===== config.mk =====
export PLATFORM = sky130hd
export DESIGN_NAME = dcbp_top
export DESIGN_NICKNAME = d
export VERILOG_FILES = /design/src/design/dcbp_pkg.sv /design/src/design/dcbp_buf_if.sv /design/src/design/dcbp_fbuf.sv /design/src/design/dcbp_top.sv
export SDC_FILE = /design/constraint.sdc
export NUM_CORES = 2
export LEC_CHECK = 0
export ABC_AREA = 1
export BUFFER_PORTS_ARGS = -buffer_cell sky130_fd_sc_hd__buf_2
export CORE_ASPECT_RATIO = 0.5
export CORE_MARGIN = 8
export CORE_UTILIZATION = 57
export DETAILED_ROUTE_END_ITERATION = 8
export GPL_ROUTABILITY_DRIVEN = 0
export PLACE_DENSITY = 0.76
export SLEW_MARGIN = 20
export SYNTH_ARGS = -nofsm -noshare
export SYNTH_HDL_FRONTEND = slang
export SYNTH_SLANG_ARGS = --single-unit

===== constraint.sdc =====
create_clock -name mclk -period 4.1 [get_ports mclk]
set_clock_uncertainty 0.05 [all_clocks]
set_input_delay 0.82 -clock mclk [delete_from_list [all_inputs] [get_ports mclk]]
set_output_delay 0.82 -clock mclk [all_outputs]
set_load 0.05 [all_outputs]

===== src/design/dcbp_pkg.sv =====
// constants, types and register indices shared by the bus port files
`default_nettype none
package dcbp_pkg;
  localparam int          NCTL              = 2;
  localparam int          DATA_W            = 16;
  localparam int          CMD_W             = 8;
  localparam int          IDX_WR_BIT        = 7;
  localparam logic [6:0]  IDX_DMA_SETUP     = 7'h21;
  localparam logic [6:0]  IDX_XFER_COUNT    = 7'h22;
  localparam logic [6:0]  IDX_PART_ID       = 7'h27;
  localparam logic [6:0]  IDX_LONG_SCRATCH  = 7'h28;
  localparam logic [6:0]  IDX_FIFO          = 7'h40;
  localparam int          SETUP_CNT_SEL_BIT = 0;
  localparam int          SETUP_DMA_EN_BIT  = 1;
  localparam int          SETUP_DMA_RD_BIT  = 2;
  localparam logic [15:0] SETUP_RST         = 16'h0000;
  localparam logic [15:0] COUNT_RST         = 16'h0000;
  localparam logic [31:0] SCRATCH_RST       = 32'h0000_0000;
  localparam logic [15:0] WORDS_RST         = 16'h0000;
  localparam logic [7:0]  CMD_RST           = 8'h00;
  localparam logic [15:0] DATA_RST          = 16'h0000;
  // identity values are arbitrary
  localparam logic [15:0] HOST_PART_ID_VAL  = 16'h5A01;
  localparam logic [15:0] DEV_PART_ID_VAL   = 16'h5A02;
  localparam int          BUF_DEPTH         = 64;
  localparam int          BUF_AW            = 6;
  localparam logic [5:0]  BUF_PTR_RST       = 6'h00;
  typedef enum logic [1:0] {ST_IDLE, ST_REG, ST_FIFO_RD, ST_FIFO_WR} dcbp_acc_e;
endpackage
`default_nettype wire


===== src/design/dcbp_buf_if.sv =====
// buffer access signals between a controller's register logic and its buffer ram
`default_nettype none
interface dcbp_buf_if;
  logic        wr_en;
  logic        rd_en;
  logic        restart;
  logic [15:0] wdata;
  logic [15:0] rdata;
  modport ctl (output wr_en, output rd_en, output restart, output wdata, input rdata);
  modport mem (input wr_en, input rd_en, input restart, input wdata, output rdata);
endinterface
`default_nettype wire


===== src/design/dcbp_fbuf.sv =====
// fifo buffer ram of one controller, walked by a single pointer
`default_nettype none
module dcbp_fbuf (
  input wire logic mclk,
  input wire logic rst_n,
  dcbp_buf_if.mem  bus
);
  logic [15:0] mem_r [0:dcbp_pkg::BUF_DEPTH-1];
  logic [5:0]  ptr_r;
  logic [5:0]  ptr_nxt;

  // pointer wraps at the depth: more words than the depth overwrite the oldest words
  always_comb
  begin
    ptr_nxt = ptr_r;
    if (bus.restart)
      ptr_nxt = dcbp_pkg::BUF_PTR_RST;
    else if (bus.wr_en || bus.rd_en)
      ptr_nxt = ptr_r + 6'h01;
  end

  always_ff @(posedge mclk)
  begin
    if (!rst_n)
      ptr_r <= dcbp_pkg::BUF_PTR_RST;
    else
      ptr_r <= ptr_nxt;
  end

  always_ff @(posedge mclk)
  begin
    if (bus.wr_en)
      mem_r[ptr_r] <= bus.wdata;
  end

  assign bus.rdata = mem_r[ptr_r];
endmodule
`default_nettype wire


===== src/design/dcbp_top.sv =====
// processor bus port: command and data ports, register file, fifo and dma paths
`default_nettype none
module dcbp_top (
  input  wire logic        mclk,
  input  wire logic        rst_n,
  input  wire logic        cs_n,
  input  wire logic        controller_select_line,
  input  wire logic        cmd_data_select_line,
  input  wire logic        rd_n,
  input  wire logic        wr_n,
  input  wire logic [15:0] data_in,
  output logic      [15:0] data_out,
  output logic             data_oe_n,
  output logic             host_side_dma_request,
  input  wire logic        host_side_dma_grant_n,
  output logic             device_side_dma_request,
  input  wire logic        device_side_dma_grant_n,
  input  wire logic        transfer_end_input
);
  ////////////////////////////////////////////////////////////////////////////
  // strobe edges and port decode
  logic                            rd_prev_r;
  logic                            wr_prev_r;
  logic                            rd_prev_nxt;
  logic                            wr_prev_nxt;
  logic                            rd_start;
  logic                            wr_start;
  logic [dcbp_pkg::NCTL-1:0]       grant;
  logic [dcbp_pkg::NCTL-1:0]       sel_cmd;
  logic [dcbp_pkg::NCTL-1:0]       sel_dat;
  logic [dcbp_pkg::NCTL-1:0]       req_w;
  logic [15:0]                     rd_val [dcbp_pkg::NCTL];
  logic [15:0]                     data_out_r;
  logic [15:0]                     data_out_nxt;
  logic                            data_oe_n_r;
  logic                            data_oe_n_nxt;

  // a strobe acts once, on the first cycle it is seen low
  assign rd_start = !rd_n && rd_prev_r;
  assign wr_start = !wr_n && wr_prev_r;
  assign grant    = {!device_side_dma_grant_n, !host_side_dma_grant_n};

  ////////////////////////////////////////////////////////////////////////////
  // per-controller command decode, register file and fifo sequencing
  genvar c;
  generate
    for (c = 0; c < dcbp_pkg::NCTL; c++)
    begin : g_ctl
      logic                 line_hit;
      dcbp_pkg::dcbp_acc_e  st_r;
      dcbp_pkg::dcbp_acc_e  st_nxt;
      logic [7:0]           cmd_r;
      logic [7:0]           cmd_nxt;
      logic                 half_r;
      logic                 half_nxt;
      logic [15:0]          setup_r;
      logic [15:0]          setup_nxt;
      logic [15:0]          count_r;
      logic [15:0]          count_nxt;
      logic [31:0]          scratch_r;
      logic [31:0]          scratch_nxt;
      logic [15:0]          words_r;
      logic [15:0]          words_nxt;
      logic                 req_r;
      logic                 req_nxt;
      logic [15:0]          limit;
      logic [15:0]          part_id;
      dcbp_buf_if           bus ();

      assign line_hit = (c == 1) ? controller_select_line : !controller_select_line;
      // cs high leaves only the dma grant as a way in
      assign sel_cmd[c] = !cs_n && line_hit && cmd_data_select_line;
      assign sel_dat[c] = (!cs_n && line_hit && !cmd_data_select_line) || grant[c];
      assign limit      = {1'b0, count_r[15:1]};
      assign part_id    = (c == 0) ? dcbp_pkg::HOST_PART_ID_VAL : dcbp_pkg::DEV_PART_ID_VAL;
      assign req_w[c]   = req_r;

      always_comb
      begin
        st_nxt      = st_r;
        cmd_nxt     = cmd_r;
        half_nxt    = half_r;
        setup_nxt   = setup_r;
        count_nxt   = count_r;
        scratch_nxt = scratch_r;
        words_nxt   = words_r;
        rd_val[c]   = dcbp_pkg::DATA_RST;
        bus.wr_en   = 1'b0;
        bus.rd_en   = 1'b0;
        bus.restart = 1'b0;
        bus.wdata   = data_in;
        if (grant[c])
        begin
          // dma target: the grant stands in for address decode
          if (setup_r[dcbp_pkg::SETUP_DMA_EN_BIT])
          begin
            if (setup_r[dcbp_pkg::SETUP_DMA_RD_BIT] && rd_start)
            begin
              bus.rd_en = 1'b1;
              words_nxt = words_r + 16'h0001;
            end
            else if (!setup_r[dcbp_pkg::SETUP_DMA_RD_BIT] && wr_start)
            begin
              bus.wr_en = 1'b1;
              words_nxt = words_r + 16'h0001;
            end
          end
          rd_val[c] = bus.rdata;
        end
        else if (wr_start && sel_cmd[c])
        begin
          // upper byte is expected zero and is not looked at
          cmd_nxt  = data_in[7:0];
          half_nxt = 1'b0;
          if (data_in[6:0] == dcbp_pkg::IDX_FIFO)
          begin
            st_nxt      = data_in[dcbp_pkg::IDX_WR_BIT] ? dcbp_pkg::ST_FIFO_WR
                                                        : dcbp_pkg::ST_FIFO_RD;
            words_nxt   = dcbp_pkg::WORDS_RST;
            bus.restart = 1'b1;
          end
          else
            st_nxt = dcbp_pkg::ST_REG;
        end
        else if (sel_dat[c] && (wr_start || rd_start))
        begin
          case (st_r)
            dcbp_pkg::ST_REG:
            begin
              // write needs bit 7 set, read needs it clear
              if (wr_start && cmd_r[dcbp_pkg::IDX_WR_BIT])
              begin
                case (cmd_r[6:0])
                  dcbp_pkg::IDX_DMA_SETUP:
                  begin
                    setup_nxt = data_in;
                    if (data_in[dcbp_pkg::SETUP_DMA_EN_BIT])
                    begin
                      words_nxt   = dcbp_pkg::WORDS_RST;
                      bus.restart = 1'b1;
                    end
                  end
                  dcbp_pkg::IDX_XFER_COUNT: count_nxt = data_in;
                  dcbp_pkg::IDX_LONG_SCRATCH:
                  begin
                    if (!half_r)
                      scratch_nxt[15:0] = data_in;
                    else
                      scratch_nxt[31:16] = data_in;
                    half_nxt = !half_r;
                  end
                  default: ;
                endcase
              end
              else if (rd_start && !cmd_r[dcbp_pkg::IDX_WR_BIT])
              begin
                case (cmd_r[6:0])
                  dcbp_pkg::IDX_DMA_SETUP:  rd_val[c] = setup_r;
                  dcbp_pkg::IDX_XFER_COUNT: rd_val[c] = count_r;
                  dcbp_pkg::IDX_PART_ID:    rd_val[c] = part_id;
                  dcbp_pkg::IDX_LONG_SCRATCH:
                  begin
                    rd_val[c] = half_r ? scratch_r[31:16] : scratch_r[15:0];
                    half_nxt  = !half_r;
                  end
                  default: rd_val[c] = dcbp_pkg::DATA_RST;
                endcase
              end
            end
            dcbp_pkg::ST_FIFO_WR:
            begin
              // strobes of the other direction are dropped
              if (wr_start && (words_r < limit))
              begin
                bus.wr_en = 1'b1;
                words_nxt = words_r + 16'h0001;
              end
            end
            dcbp_pkg::ST_FIFO_RD:
            begin
              // the word at the pointer goes out, then the pointer moves on
              if (rd_start && (words_r < limit))
              begin
                bus.rd_en = 1'b1;
                rd_val[c] = bus.rdata;
                words_nxt = words_r + 16'h0001;
              end
            end
            default: ;
          endcase
          // idle with the last word, so surplus strobes cannot move the pointer
          if (((st_r == dcbp_pkg::ST_FIFO_WR) || (st_r == dcbp_pkg::ST_FIFO_RD))
              && (words_nxt >= limit))
            st_nxt = dcbp_pkg::ST_IDLE;
        end
        // both ends clear the enable; an end wins over a same-cycle restart
        if (setup_r[dcbp_pkg::SETUP_DMA_EN_BIT] && transfer_end_input)
          setup_nxt[dcbp_pkg::SETUP_DMA_EN_BIT] = 1'b0;
        if (setup_r[dcbp_pkg::SETUP_DMA_EN_BIT] && setup_r[dcbp_pkg::SETUP_CNT_SEL_BIT]
            && grant[c] && (words_nxt >= limit))
          setup_nxt[dcbp_pkg::SETUP_DMA_EN_BIT] = 1'b0;
        // a level for the whole enabled period; a burst master simply follows it
        req_nxt = setup_nxt[dcbp_pkg::SETUP_DMA_EN_BIT];
      end

      // buffer words are not reset, only pointer, registers, counters and state
      always_ff @(posedge mclk)
      begin
        if (!rst_n)
        begin
          st_r      <= dcbp_pkg::ST_IDLE;
          cmd_r     <= dcbp_pkg::CMD_RST;
          half_r    <= 1'b0;
          setup_r   <= dcbp_pkg::SETUP_RST;
          count_r   <= dcbp_pkg::COUNT_RST;
          scratch_r <= dcbp_pkg::SCRATCH_RST;
          words_r   <= dcbp_pkg::WORDS_RST;
          req_r     <= 1'b0;
        end
        else
        begin
          st_r      <= st_nxt;
          cmd_r     <= cmd_nxt;
          half_r    <= half_nxt;
          setup_r   <= setup_nxt;
          count_r   <= count_nxt;
          scratch_r <= scratch_nxt;
          words_r   <= words_nxt;
          req_r     <= req_nxt;
        end
      end

      dcbp_fbuf u_fbuf (
        .mclk  (mclk),
        .rst_n (rst_n),
        .bus   (bus.mem)
      );
    end
  endgenerate

  ////////////////////////////////////////////////////////////////////////////
  // output data register and drive enable
  // data_out holds the last read word until the next read strobe on a selected data port or under a grant starts
  always_comb
  begin
    rd_prev_nxt  = rd_n;
    wr_prev_nxt  = wr_n;
    data_out_nxt = data_out_r;
    for (int k = 0; k < dcbp_pkg::NCTL; k++)
    begin
      if (rd_start && sel_dat[k])
        data_out_nxt = rd_val[k];
    end
    // driven only while a selected data port or a grant sees read low
    data_oe_n_nxt = !(!rd_n && (|sel_dat));
  end

  always_ff @(posedge mclk)
  begin
    if (!rst_n)
    begin
      // history high: a strobe already low at release acts once
      rd_prev_r   <= 1'b1;
      wr_prev_r   <= 1'b1;
      data_out_r  <= dcbp_pkg::DATA_RST;
      data_oe_n_r <= 1'b1;
    end
    else
    begin
      rd_prev_r   <= rd_prev_nxt;
      wr_prev_r   <= wr_prev_nxt;
      data_out_r  <= data_out_nxt;
      data_oe_n_r <= data_oe_n_nxt;
    end
  end

  assign data_out                = data_out_r;
  assign data_oe_n               = data_oe_n_r;
  assign host_side_dma_request   = req_w[0];
  assign device_side_dma_request = req_w[1];
endmodule
`default_nettype wire


==> flow_metrics.tcl <==
set metrics [dict create \
    clockBufferDepth 4 \
    critPathLaunch "g_ctl[1].words_r[0]" \
    final_common_cell "edfxtp_1" \
    ff2ff_setup_slack_ps 250 \
    maxCapViolCount 0 \
    synth_cell_types 59 \
    netlist_area_um2 95100 \
    setup_viol 0 \
    syn_inst 8182 \
    area_growth_pct 11.0 \
    synth_top_area_cell "edfxtp_1" \
    place_area_um2 98900 \
    r2r-end "g_ctl[1].st_r[0]" \
    finalCoreUtilization_pct 63.4 \
    cts_hold_buf 0 \
    end_kind "flip-flop" \
    routedWlPerCell_um 25.2 \
    dp_hpwl_um 158000 \
    tightestPinTransition_ps 1090 \
    reg2regPathDepth 25 \
    cts_tree "yes" \
    setup_tns_ps 0 \
    rsz0062_at_grt "true" \
    clock_latency_ps 850 \
    syn_nets 8308 \
    worstPathArrival_ps 4540 \
    wirelength_um 268000 \
    yosysWarnings 0 \
    hold_class "in -> reg" \
    slew_viol_final 0 \
    timing.slew.headroom_pct 27.2 \
    cts.clk_slew.worst_paths_ps 60 \
    drtAntennaViolNets 0 \
    required_ps 4790 \
    vias_per_cell 6.39 \
    die_x_um 594 \
    status "completed" \
    cts_root_buf "clkbuf_16" \
    endpoint "g_ctl[1].st_r[0]" \
    final_cell_mix "2048 x edfxtp_1, 1511 x nor2_1, 1315 x o21ai_0" \
    num_io_pins 45 \
    grt_util_all_layers_pct 28.4 \
    ys_ff_latch 2273 \
    start_kind "flip-flop" \
    drtIter0Drc 10652 \
    cp_max_fo 6 \
    die-area_um2 181000 \
    synth-seq-area-share_pct 69.4 \
    reg2reg_from "g_ctl[1].words_r[0]" \
    grt_remaining_overflow 0 \
    drive_above_1_share_pct 10.5 \
    layout.cells.non_filler 10642 \
    first_global_vias 63926 \
    rows 106 \
    drc 0 \
    syn_avg_cell_area_um2 11.6 \
    dpl.cell_count 10289 \
    final_nets 8400 \
    cts_made_buffers 196 \
    final_area_um2 106000 \
    grt_pass1_wl_um 398000 \
    chipHeight_um 305 \
    antenna_found_initial 10 \
    power.leakage_nw 35.8 \
    path_class "reg -> reg" \
    synth_top_cell_area_share_pct 64.7 \
    synthTopCellsByArea "edfxtp_1 65%, o21ai_0 7.0%, nor2_1 6.0%" \
    cts.sinks 2273 \
    power.density_nw_per_um2 431 \
    min_period_ps 3850 \
    fin_crit_sh_pct 93.9 \
    io_buffers 44 \
    core_um2 166000 \
    htree_num_levels 4 \
    dr.pass1.iters 6 \
    clock.fmax_mhz 260 \
    dr_total_vias 67951 \
    final_hold_viol_count 0 \
    initial_core_util_pct 57.1 \
    whs_ps 172 \
    grt_max_degree 148 \
    irDropWorstVdd_uv 343 \
]
cell usage after synthesis (all sizes together):
cell type and instances:
a221oi 24, a31oi 3, o31ai 3, o21a 1
or2 12, nor4 19, o21bai 19, ha 100
nand2 635, dfxtp 225, clkbuf 299, nand4 21
a211oi 89, buf 247, edfxtp 2048, mux2i 4
nand3 83, nor3b 1, o211ai 97, and2 9
a21o 1, a22oi 4, clkinv 9, a21oi 291
xor2 18, o22ai 541, inv 290, nor2 1518
a2111oi 1, o2111ai 7, nor3 42, o21ai 1514
o221ai 5, nand3b 2
report_power, final:
part	leakage (nW)	total (mW)	switching, mW	internal [mW]
combinational	12.5	1.47	1.09	0.377
clock	3.13	18.7	8.29	10.4
sequential	20.2	25.3	0.0452	25.2
total	35.8	45.5	9.43	36.0
how the worst min path moves through the flow:
stage	start	to	slack (ps)	cells past startpoint
final	wr_n	wr_prev_r	170	3
after global routing	wr_n	wr_prev_r	150	3
after CTS	wr_n	wr_prev_r	130	3
after detailed placement	g_ctl[0].scratch_r[13]	g_ctl[0].scratch_r[13]	430	2
after global placement	g_ctl[0].scratch_r[13]	g_ctl[0].scratch_r[13]	430	2
after floorplan	g_ctl[0].scratch_r[0]	g_ctl[0].scratch_r[0]	420	2
per-stage QoR:
step	worst slack (ps)	total power, mW
finish	250	45.5
global placement	-88.8	27.1
floorplan	31.7	26.4
CTS	137	45.4
detailed placement	-62.7	27.2
global route	-76.1	46.5
cells by family (layout without fill, tap and decap cells):
logic type / after synthesis / after routing / share of synthesized area (%)
multiplexers: 4 / 4 / 0.0421
buffers and inverters: 845 / 1090 / 4.11
other: 0 / 1 / 0
adder cells (fa/ha/maj): 100 / 100 / 1.32
XOR/XNOR: 18 / 18 / 0.166
AO/OA/AOI/OAI: 2600 / 2600 / 15.2
flip-flops: 2273 / 2273 / 69.4
AND/OR/NAND/NOR: 2342 / 2342 / 9.72
critical path: stages (launching register included):
cell,delay (ps)
dfxtp_1,330
buf_4,140
ha_1,200
nand2_1,100
inv_1,110
nand3_1,90
nor2_1,220
nand3_1,170
nor3_2,270
xor2_1,310
nand3_1,180
o21ai_0,170
ha_1,290
inv_1,70
nor3_1,50
a211oi_1,330
nand2_1,100
nand2_1,70
nand2_1,50
nand2_1,50
nand2_1,70
nand2_1,80
nand2_2,70
nand2_1,60
nand2_1,40
nor2_1,120
state kept, by name (all words and copies together), names as in the netlist, named ones only:
name                   count
g_ctl.count_r             32
g_ctl.scratch_r           64
data_out                  16
data_oe_n                  1
g_ctl.st_r                 4
g_ctl.u_fbuf.mem_r      2048
g_ctl.half_r               2
g_ctl.u_fbuf.ptr_r        12
g_ctl.words_r             32
g_ctl.setup_r             31
rd_prev_r                  1
wr_prev_r                  1
host_side_dma_request      1
g_ctl.cmd_r               16
per-layer routing:
layer  share of wire, %  GRT usage, %  vias to the layer above
met5              0.021             0                        -
met1                 37          39.6                    32659
met4                4.7          11.9                       10
met3                 14          7.74                      705
met2                 44          42.3                     4570
li1                   -             -                    30007
cell type report:
type / count / area [µm²]
flip-flops and latches: 2273 / 66100
repair buffers: 440 / 3720
clock inverters: 98 / 998
multi-input cells: 5064 / 25500
inverters: 299 / 1170
diodes: 1 / 2.50
clock buffers: 253 / 5340
fillers: 11948 / 60900
well taps: 2214 / 2770
repair_timing:
action                                  4_1_cts  5_1_grt
hold endpoints to repair                      0        0
gates resized for setup                       0       78
setup buffers                                 0        1
endpoints found under the setup margin        0        6
(Power assumes the default switching activity.)
